==> src/shared/bcs_pkg.sv <==
// Constants and types for the BCD counter status-output block
package bcs_pkg;
  localparam int unsigned BCS_DIGITS = 4;
  localparam logic [3:0] BCS_DIGIT_MAX = 4'h9;
  localparam logic [3:0] BCS_DIGIT_ZERO = 4'h0;
  localparam logic [15:0] BCS_COUNT_MAX = 16'h9999;
  localparam logic [15:0] BCS_COUNT_ZERO = 16'h0000;
  localparam logic [3:0] BCS_RST_WRAP_DIGIT = 4'h6;
  localparam int unsigned BCS_CLK_MHZ = 100;
  localparam int unsigned BCS_WRAP_DELAY_NS = 500;
  localparam int unsigned BCS_WRAP_WIDTH_NS = 100;
  localparam int unsigned BCS_WRAP_DELAY_CYC = (BCS_WRAP_DELAY_NS * BCS_CLK_MHZ) / 1000;
  localparam int unsigned BCS_WRAP_WIDTH_CYC = (BCS_WRAP_WIDTH_NS * BCS_CLK_MHZ) / 1000;
  localparam int unsigned BCS_TMR_W = 8;
  typedef logic [15:0] bcs_count_t;
  typedef enum logic [1:0] {BCS_W_IDLE, BCS_W_DELAY, BCS_W_PULSE} bcs_wrap_state_t;
endpackage

==> src/hdl/bcs_counter_status.sv <==
// Four-decade BCD up/down counter with wrap, compare-match and zero outputs
module bcs_counter_status #(
  parameter bit COMMON_CATHODE = 1'b0
) (
  input wire logic clk,
  input wire logic rst_b,
  input wire logic count_in,
  input wire logic up_dn,
  input wire logic counter_preset_ctl,
  input wire logic [15:0] compare_raw,
  output logic wrap_pulse,
  output logic match_b,
  output logic null_b,
  output bcs_pkg::bcs_count_t count_q
);
  import bcs_pkg::*;

  ////////////////////////////////////////////////////////////////////////////
  // Reset release and input synchronisers
  logic [1:0] rst_sync_q;
  logic rst_n;
  logic [2:0] cnt_sync_q;
  logic [1:0] dir_sync_q;
  logic [1:0] pre_sync_q;
  logic [15:0] cmp_s1_q;
  logic [15:0] cmp_q;
  logic [2:0] pin_rst_q;

  always_ff @(posedge clk or negedge rst_b) begin
    if (!rst_b) begin
      rst_sync_q <= 2'b00;
    end else begin
      rst_sync_q <= {rst_sync_q[0], 1'b1};
    end
  end
  assign rst_n = rst_sync_q[1];

  always_ff @(posedge clk or negedge rst_n) begin
    if (!rst_n) begin
      cnt_sync_q <= 3'h0;
      dir_sync_q <= 2'h0;
      pre_sync_q <= 2'h0;
      cmp_s1_q <= 16'h0000;
      cmp_q <= 16'h0000;
    end else begin
      cnt_sync_q <= {cnt_sync_q[1:0], count_in};
      dir_sync_q <= {dir_sync_q[0], up_dn};
      pre_sync_q <= {pre_sync_q[0], counter_preset_ctl};
      cmp_s1_q <= compare_raw;
      cmp_q <= COMMON_CATHODE ? ~cmp_s1_q : cmp_s1_q;
    end
  end

  // Raw reset level seen in the clock domain; third stage only feeds the fall detector
  always_ff @(posedge clk) begin
    pin_rst_q <= {pin_rst_q[1:0], rst_b};
  end

  ////////////////////////////////////////////////////////////////////////////
  // Counter
  logic count_rise;
  logic [BCS_DIGITS:0] chain;
  logic [BCS_DIGITS-1:0] roll;
  logic [3:0] digit [BCS_DIGITS];
  logic inhibit;

  assign inhibit = pre_sync_q[1];
  assign count_rise = cnt_sync_q[1] && !cnt_sync_q[2] && !inhibit;
  assign chain[0] = count_rise;

  genvar gi;
  generate
    for (gi = 0; gi < BCS_DIGITS; gi++) begin : g_dec
      bcs_decade u_dec (
        .clk(clk),
        .rst_b(rst_n),
        .step(chain[gi]),
        .up(dir_sync_q[1]),
        .clear(1'b0),
        .digit_q(digit[gi]),
        .roll(roll[gi])
      );
      assign chain[gi+1] = roll[gi];
    end
  endgenerate

  // Single driver for the packed count, decade by decade
  always_comb begin
    for (int i = 0; i < BCS_DIGITS; i++) begin
      count_q[4*i+:4] = digit[i];
    end
  end

  ////////////////////////////////////////////////////////////////////////////
  // Wrap pulse timing
  bcs_wrap_state_t wst_q;
  logic [BCS_TMR_W-1:0] tmr_q;
  logic wrap_ev;
  logic hi_at_reset_q;

  // Remember whether the count stood at 6000 or above; frozen while reset clears it
  always_ff @(posedge clk) begin
    if (rst_n) begin
      hi_at_reset_q <= (count_q[15:12] >= BCS_RST_WRAP_DIGIT);
    end
  end

  logic rst_wrap_q;
  always_ff @(posedge clk) begin
    rst_wrap_q <= pin_rst_q[2] && !pin_rst_q[1] && hi_at_reset_q;
  end

  assign wrap_ev = chain[BCS_DIGITS] || rst_wrap_q;

  always_ff @(posedge clk) begin
    if (wrap_ev) begin
      wst_q <= BCS_W_DELAY;
      tmr_q <= BCS_TMR_W'(BCS_WRAP_DELAY_CYC - 1);
    end else begin
      case (wst_q)
        BCS_W_DELAY: begin
          if (tmr_q == '0) begin
            wst_q <= BCS_W_PULSE;
            tmr_q <= BCS_TMR_W'(BCS_WRAP_WIDTH_CYC - 1);
          end else begin
            tmr_q <= tmr_q - 1'b1;
          end
        end
        BCS_W_PULSE: begin
          if (tmr_q == '0) begin
            wst_q <= BCS_W_IDLE;
          end else begin
            tmr_q <= tmr_q - 1'b1;
          end
        end
        BCS_W_IDLE: begin
          tmr_q <= '0;
        end
        default: begin
          wst_q <= BCS_W_IDLE;
          tmr_q <= '0;
        end
      endcase
    end
  end

  logic wrap_q;
  always_ff @(posedge clk) begin
    wrap_q <= (wst_q == BCS_W_PULSE) && !wrap_ev;
  end
  assign wrap_pulse = wrap_q;

  ////////////////////////////////////////////////////////////////////////////
  // Status flags
  logic match_q;
  logic null_q;
  always_ff @(posedge clk or negedge rst_n) begin
    if (!rst_n) begin
      match_q <= 1'b1;
      null_q <= 1'b0;
    end else begin
      match_q <= !(count_q == cmp_q);
      null_q <= !(count_q == BCS_COUNT_ZERO);
    end
  end
  assign match_b = match_q;
  assign null_b = null_q;

  ////////////////////////////////////////////////////////////////////////////
  // Checks
  // Cycles since the latest wrap event, saturating; retriggers restart it
  logic [7:0] ev_age_q;
  always_ff @(posedge clk) begin
    if (wrap_ev) begin
      ev_age_q <= 8'h00;
    end else if (!rst_n || ev_age_q == 8'hff) begin
      ev_age_q <= 8'hff;
    end else begin
      ev_age_q <= ev_age_q + 8'h01;
    end
  end

  property p_up_wrap;
    @(posedge clk) disable iff (!rst_n)
    (count_rise && dir_sync_q[1] && count_q == BCS_COUNT_MAX) |=> (count_q == BCS_COUNT_ZERO);
  endproperty
  a_up_wrap: assert property (p_up_wrap) else $error("up wrap missed");

  property p_dn_wrap;
    @(posedge clk) disable iff (!rst_n)
    (count_rise && !dir_sync_q[1] && count_q == BCS_COUNT_ZERO) |=> (count_q == BCS_COUNT_MAX);
  endproperty
  a_dn_wrap: assert property (p_dn_wrap) else $error("down wrap missed");

  property p_wrap_delay;
    @(posedge clk) disable iff (!rst_n)
    $rose(wrap_pulse) == (ev_age_q == 8'(BCS_WRAP_DELAY_CYC + 1));
  endproperty
  a_wrap_delay: assert property (p_wrap_delay) else $error("wrap pulse late");

  property p_wrap_width;
    @(posedge clk) disable iff (!rst_n || wrap_ev)
    $rose(wrap_pulse) |-> wrap_pulse [*8] ##1 wrap_pulse ##1 wrap_pulse ##1 !wrap_pulse;
  endproperty
  a_wrap_width: assert property (p_wrap_width) else $error("wrap width wrong");

  property p_match;
    @(posedge clk) disable iff (!rst_n)
    rst_n |=> (match_b == ($past(count_q) != $past(cmp_q)));
  endproperty
  a_match: assert property (p_match) else $error("match flag wrong");

  property p_null;
    @(posedge clk) disable iff (!rst_n)
    (count_q == BCS_COUNT_ZERO) |=> !null_b;
  endproperty
  a_null: assert property (p_null) else $error("null flag wrong");

  property p_inhibit;
    @(posedge clk) disable iff (!rst_n)
    inhibit |=> $stable(count_q);
  endproperty
  a_inhibit: assert property (p_inhibit) else $error("count moved in preset");

  property p_step;
    @(posedge clk) disable iff (!rst_n)
    (count_rise && dir_sync_q[1] && count_q[3:0] != BCS_DIGIT_MAX)
      |=> (count_q[3:0] == $past(count_q[3:0]) + 4'h1);
  endproperty
  a_step: assert property (p_step) else $error("up step wrong");

  property p_digits;
    @(posedge clk) disable iff (!rst_n)
    (count_q[3:0] <= BCS_DIGIT_MAX) && (count_q[15:12] <= BCS_DIGIT_MAX);
  endproperty
  a_digits: assert property (p_digits) else $error("digit out of range");
endmodule

==> src/hdl/bcs_decade.sv <==
// One BCD decade with borrow and carry chaining
module bcs_decade (
  input wire logic clk,
  input wire logic rst_b,
  input wire logic step,
  input wire logic up,
  input wire logic clear,
  output logic [3:0] digit_q,
  output logic roll
);
  import bcs_pkg::*;
  logic [3:0] digit_d;
  always_comb begin
    roll = step && (up ? (digit_q == BCS_DIGIT_MAX) : (digit_q == BCS_DIGIT_ZERO));
    digit_d = digit_q;
    if (step) begin
      if (up) begin
        digit_d = (digit_q == BCS_DIGIT_MAX) ? BCS_DIGIT_ZERO : digit_q + 4'h1;
      end else begin
        digit_d = (digit_q == BCS_DIGIT_ZERO) ? BCS_DIGIT_MAX : digit_q - 4'h1;
      end
    end
  end
  always_ff @(posedge clk or negedge rst_b) begin
    if (!rst_b) begin
      digit_q <= BCS_DIGIT_ZERO;
    end else if (clear) begin
      digit_q <= BCS_DIGIT_ZERO;
    end else begin
      digit_q <= digit_d;
    end
  end
endmodule

==> config.mk <==
export PLATFORM = sky130hd
export DESIGN_NAME = bcs_counter_status
export DESIGN_NICKNAME = d
export VERILOG_FILES = /design/src/shared/bcs_pkg.sv /design/src/hdl/bcs_counter_status.sv /design/src/hdl/bcs_decade.sv
export SDC_FILE = /design/constraint.sdc
export NUM_CORES = 1
export LEC_CHECK = 0
export BUFFER_PORTS_ARGS = -buffer_cell sky130_fd_sc_hd__buf_2
export CAP_MARGIN = 0
export CORE_MARGIN = 10
export CORE_UTILIZATION = 40
export CTS_BUF_LIST = sky130_fd_sc_hd__clkbuf_16
export CTS_CLUSTER_SIZE = 40
export DETAILED_ROUTE_END_ITERATION = 8
export SLEW_MARGIN = 20
export SYNTH_ARGS = -nofsm -noshare
export SYNTH_HDL_FRONTEND = slang
export SYNTH_SLANG_ARGS = --single-unit
==> constraint.sdc <==
create_clock -name clk -period 4.9 [get_ports clk]
set_input_delay 0.735 -clock clk [delete_from_list [all_inputs] [get_ports clk]]
set_output_delay 0.735 -clock clk [all_outputs]
set_load 0.005 [all_outputs]
Yosys cells after proc, flatten, opt, wreduce, memory -nomap -nowiden
Index checks and enable logic that the tools add are counted.
Widths: inputs -> output; s select.
{"block": "word_totals", "output_inout_bits": 19, "input_bits": 21, "reg_bits": 75, "elab_cells": 85}
{"block": "op_classes", "magnitude_cmp": 1, "bitwise_logic": 1, "n_reduce_logical": 24, "n_mux": 22, "addsub": 9, "n_eq_ne": 10}
{"operator": "$mux 4", "n": 12}
{"operator": "$add 4x1->4 const B", "n": 4}
{"operator": "$eq 16x16->1", "n": 1}
{"operator": "$eq 4x4->1 const B", "n": 4}
{"operator": "$logic_not 16->1", "n": 1}
{"operator": "$logic_not 4->1", "n": 4}
{"operator": "$mux 8", "n": 2}
{"operator": "$pmux 8 s2", "n": 1}
{"operator": "$sub 4x1->4 const B", "n": 4}
{"operator": "$logic_and 1x1->1", "n": 9}
{"operator": "$logic_not 8->1", "n": 1}
{"operator": "$sub 8x1->8 const B", "n": 1}
{"operator": "$logic_not 1->1", "n": 6}
{"operator": "$ne 2x2->1 const B", "n": 3}
{"operator": "$pmux 2 s3", "n": 1}
{"operator": "$ge 4x3->1 const B", "n": 1}
{"operator": "$mux 1", "n": 4}
{"operator": "$mux 2", "n": 2}
{"operator": "$reduce_and 3->1", "n": 1}
{"operator": "$eq 2x1->1 const B", "n": 1}
{"operator": "$eq 2x2->1 const B", "n": 1}
{"operator": "$logic_not 2->1", "n": 1}
{"operator": "$logic_or 1x1->1", "n": 1}
{"operator": "$not 1->1", "n": 1}

Longest topological paths before layout
{"block": "depth", "ltp_word": 10, "ltp_mapped": 7, "ltp_nobuf": 6}

Modules after synthesis
From an unflattened synthesis, not the netlist that was laid out.
{"block": "unflattened", "hier_cells": 321, "hier_area_um2": 3487.1}
{"mod": "bcs_counter_status", "area_per_inst_um2": 2045.7, "n_inst": 1, "cells_each": 149, "seq_area_each_um2": 1407.6}
{"mod": "bcs_decade", "area_per_inst_um2": 360.3, "n_inst": 4, "cells_each": 43, "seq_area_each_um2": 100.1}

Worst setup path before layout
Ideal clock, no wire load.
{"block": "synth_path", "kind": "register -> register", "start": "reg rst_sync_q[1]", "end": "reg hi_at_reset_q (enable)", "setup_slack_ns": 2.942, "path_stages_with_launch": 1, "arrival_time_ns": 1.540, "setup_ns": 0.419, "synth_period_minus_slack_ns": 1.958, "path_buffers": 0, "required_ns": 4.481, "cell_sequence": "dfrtp_1"}
{"element": "start, declared", "line_no": "bcs_counter_status.sv:20", "rtl": "logic [1:0] rst_sync_q;"}
{"element": "start signal, assigned", "line_no": "bcs_counter_status.sv:33", "rtl": "rst_sync_q <= {rst_sync_q[0], 1'b1};"}
{"element": "end signal, assigned", "line_no": "bcs_counter_status.sv:104", "rtl": "hi_at_reset_q <= (count_q[15:12] >= BCS_RST_WRAP_DIGIT);"}
{"element": "end, declared", "line_no": "bcs_counter_status.sv:99", "rtl": "logic hi_at_reset_q;"}
No word-level cell between the ends.

Worst setup path in the final report
{"block": "layout_path", "start": "reg dir_sync_q[1]", "end": "reg g_dec[3].u_dec.digit_q[3]"}
{"block": "layout_between", "elab_chain_len": 4, "elab_cells_between_ends": 7, "classes_between": "mux (4); reduce/logical (3)"}
{"element": "start, declared", "line_no": "bcs_counter_status.sv:23", "rtl": "logic [1:0] dir_sync_q;"}
{"element": "start signal, assigned", "line_no": "bcs_counter_status.sv:47", "rtl": "dir_sync_q <= {dir_sync_q[0], up_dn};"}
{"element": "$mux 1", "line_no": "bcs_decade.sv:14", "rtl": "roll = step && (up ? (digit_q == BCS_DIGIT_MAX) : (digit_q == BCS_DIGIT_ZERO));"}
{"element": "$logic_and 1x1->1 (3 in series)", "line_no": "bcs_decade.sv:14"}
{"element": "end signal, assigned", "line_no": "bcs_decade.sv:30", "rtl": "digit_q <= digit_d;"}
{"element": "end, declared", "line_no": "bcs_decade.sv:8", "rtl": "output logic [3:0] digit_q,"}
Several ways; a longest one is shown, not always the timed one.
A chain may end at the register's enable or synchronous reset.

==> impl_summary.txt <==
----------------------------------------------------
[Run status]
  Outcome ... complete, no violations

[Layout]
  Post-Layout Cell Count ... 447
  Final net count ... ~360
  Layout cells sized above 1 ... 21.93%
  Sequential standard cell area ... roughly 1800 µm²
  Fill cells ... 750
  Final antenna diode count ... 0
  Area of the multi-input gates ... 1356 µm²
  Area growth from synthesis to layout ... 15.41%

[Yosys]
  Mean Syn Cell Area ... between 10 and 15 µm²
  Count of yosys warnings during synthesis ... 0
  Number of register bits inferred by synthesis ... 75
  Distinct cell type count after synthesis ... 61
  Part of the Yosys area used for sequential elements ... 54.69%
  Post-synth EDFFs ... 1
  Async set or reset register ratio after synthesis ... between 70 and 80%
  Cell count after synthesis ... 307
  Net Count, Synth ... 332
  Area of the mapped netlist ... ~3300 µm²
  Synth Flop Type ... dfrtp_1

[Timing]
  Post-route minimum period ... around 2200 ps
  Slew @ Worst Pin ... 988.9 ps
  Period utilization ... between 40% and 50%
  FMAX ... 0.4447 GHz
  Post-Route Setup TNS ... 0 ps
  Post-Route Skew ... 6.234 ps
  Tightest slew margin relative to the limit ... 34.08%
  RSZ-0062 raised after global routing ... false
  Final number of max-transition violations ... 0
  Final setup vio count ... 0
  Final hold vios ... 0

[Floorplan]
  Height of the die ... about 110 µm
  Starting density of the core ... 40.64%
  Horiz. Die Dim ... 110.9 µm
  Core outline area ... 8134 µm²
  I/O pins ... 40
  Placement Rows ... 33
  Die Outline Area ... 12300 µm²

[Critical path]
  Worst Path Arrival ... 2450 ps
  Crit-path cells ... and3b_2, nand4_2, a21oi_4, o2111a_1, o22ai_1
  Kind of end point of the critical path ... flop
  Endpoint of the lowest-slack register-to-register path ... g_dec[3].u_dec.digit_q[3]
  Critical path class ... reg -> reg
  Kind of start point of the critical path ... flop
  Crit path max fanout ... 35
  Worst EP required ... 5110 ps
  Highest cell delay on the worst timing path ... between 900 and 1000 ps
  Worst r2r src ... dir_sync_q[1]
  Register-to-register setup slack ... 2650 ps
  Cell with the biggest individual delay on the critical path ... dfrtp_1
  Number of cells on the worst reg-to-reg path ... 5

[Clocking]
  Setup repair bufs after CTS ... 0
  Clock buffers created by TritonCTS ... 9
  CTS sink count ... 75
  Master cell of the clock root buffer ... clkbuf_16
  Resize count post-CTS ... 0
  Hold Buf Count CTS ... 0
  CTS tree ... yes
  Clock tree buffer depth ... 2
  CTS H-tree depth ... 3
  Clk Latency, worst-skew pair ... approximately 330 ps
  Clock edge transition at the registers on the reported setup and hold paths ... 60 ps

[Drt]
  Vias post-DR ... 2320
  Remaining DRCs ... 0
  Final wirelength ... 6.608 mm
  Detail Route Antenna Nets ... 0
  Initial detailed-routing violation count ... 156
  Routed length per placed instance ... 14.78 µm
  Ratio of routed vias to standard cells ... about 5.2
  Count of TritonRoute iterations in the first routing pass ... 4

[Run]
  Number of maximum-capacitance constraint violations ... 0

[GRT]
  Initial antenna violation count ... 0
  Aggregate global routing overflow ... 0
  Vias in the first global route ... 2273
  First-pass GRT wire length ... 11.32 mm
  Total Routing Usage GR ... 11.07%
  Largest net degree at the start of global routing ... between 50 and 60

[Placement]
  DP Wirelength ... 4.500 mm
  Buffers added on ports ... 39
  Placed insts ... 431
  Final weighted congestion in routability-driven placement ... 0.7860

[Hold path]
  Worst min-delay path category ... in -> async

[Power and ir drop]
  Worst vdd ir ... 0.2743 mV
  Power Dens Cells ... 518.7 nW/µm²
  Leakage ... 1.682 nW

----------------------------------------------------
metal layers:
layer	vias to the layer above	track usage (%)	share of wire [%]
met5	-	0	0
met1	1115	14.81	49
met2	64	15.41	43
met4	0	4.427	1.5
met3	10	4.437	6.2
li1	1131	-	-
synthesized netlist by cell type (all sizes together), types with 3 or more instances:
master,count,area [µm²]
dfxtp,15,300.3
nor2,20,75.07
xor2,21,183.9
nand4,5,52.55
nor2b,6,37.54
buf,14,77.57
nor3b,3,33.78
dfrtp,58,1451
nand2,22,85.09
a21oi,17,100.1
xnor2,8,70.07
and3,4,25.02
nand3,9,45.04
nor4,10,77.57
nor3,13,76.33
a221o,3,30.03
o21ai,16,83.83
o21a,3,22.52
o22ai,5,31.28
clkbuf,7,26.28
ha,4,50.05
inv,10,37.54
kinds of logic (layout without fill, tap and decap cells):
family	count (synthesis)	after routing	synth area share, %
AND/OR/NAND/NOR	108	108	19.11
AO/OA/AOI/OAI	58	58	12.30
buffers and inverters	31	66	4.277
other	1	1	0.1134
XOR/XNOR	29	29	7.684
adder cells (fa/ha/maj)	4	4	1.514
flip-flops	75	75	54.69
multiplexers	1	1	0.3028
where the power goes:
group          switching (mW)  total, mW  internal [mW]
registers               0.166      0.870          0.704
clock network           0.257      0.602          0.345
logic                   0.271      0.506          0.235
total                   0.694       1.98           1.28
layout by cell type (no fill, tap or decap), types with 3 or more instances in the layout:
cell / synthesis / layout
o21ai_0: 15 / 15
dfrtp_1: 58 / 57
nor4_1: 9 / 9
nand3_1: 9 / 9
nor2_1: 20 / 20
nor2b_1: 6 / 6
o22ai_1: 5 / 5
a21oi_1: 15 / 15
ha_1: 4 / 4
a221o_1: 3 / 3
and3_1: 4 / 4
nand4_1: 3 / 3
o21a_1: 3 / 3
xnor2_1: 8 / 8
nor3_1: 12 / 12
clkinv_4: 0 / 3
clkbuf_16: 0 / 9
nand2_1: 21 / 21
xor2_1: 21 / 21
dfxtp_1: 15 / 15
inv_1: 10 / 10
buf_2: 11 / 39
state kept, by name (all words and copies together) (netlist names):
register	count
rst_wrap_q	1
cnt_sync_q	3
wst_q	2
hi_at_reset_q	1
dir_sync_q	2
g_dec.u_dec.digit_q	16
pin_rst_q	3
rst_sync_q	2
tmr_q	8
cmp_s1_q	16
match_b	1
wrap_pulse	1
null_b	1
cmp_q	16
pre_sync_q	2
critical path: cells and delay by family (launching register included):
| family | cells | cell delay (ps) |
|---|---|---|
| and+or+nand+nor | 2 | 470 |
| DFF | 1 | 990 |
| AOI/OAI and AO/OA | 3 | 650 |
through the flow:
stage	cell area, µm²	setup WS [ps]	power, mW	utilization, %	hold WS (ps)
2_1_floorplan	3306	2942	1.254	-	309.6
3_3_place_gp	3537	2781	1.364	43.49	312.3
3_5_place_dp	3537	2712	1.380	43.49	316.1
4_1_cts	3815	2694	1.992	46.90	173.4
5_1_grt	3815	2461	2.122	46.90	169.9
6_report	3815	2651	1.979	46.90	186.6
cell type report:
class / count / share of cell area (%)
flip-flops and latches: 75 / 47.43
multi-input cells: 201 / 35.55
clock buffers: 9 / 5.904
repair buffers: 40 / 5.313
well taps: 105 / 3.444
clock inverters: 7 / 1.378
inverters: 10 / 0.9839
worst max-delay path by stage:
stage | from | endpoint | slack, ps
finish | dir_sync_q[1] | g_dec[3].u_dec.digit_q[3] | 2650
global route | dir_sync_q[1] | g_dec[3].u_dec.digit_q[3] | 2460
CTS | dir_sync_q[1] | g_dec[3].u_dec.digit_q[3] | 2690
detailed placement | dir_sync_q[1] | g_dec[3].u_dec.digit_q[3] | 2710
global placement | dir_sync_q[1] | g_dec[3].u_dec.digit_q[3] | 2780
floorplan | rst_sync_q[1] | hi_at_reset_q | 2940
Power figures use the tool's default switching activity.
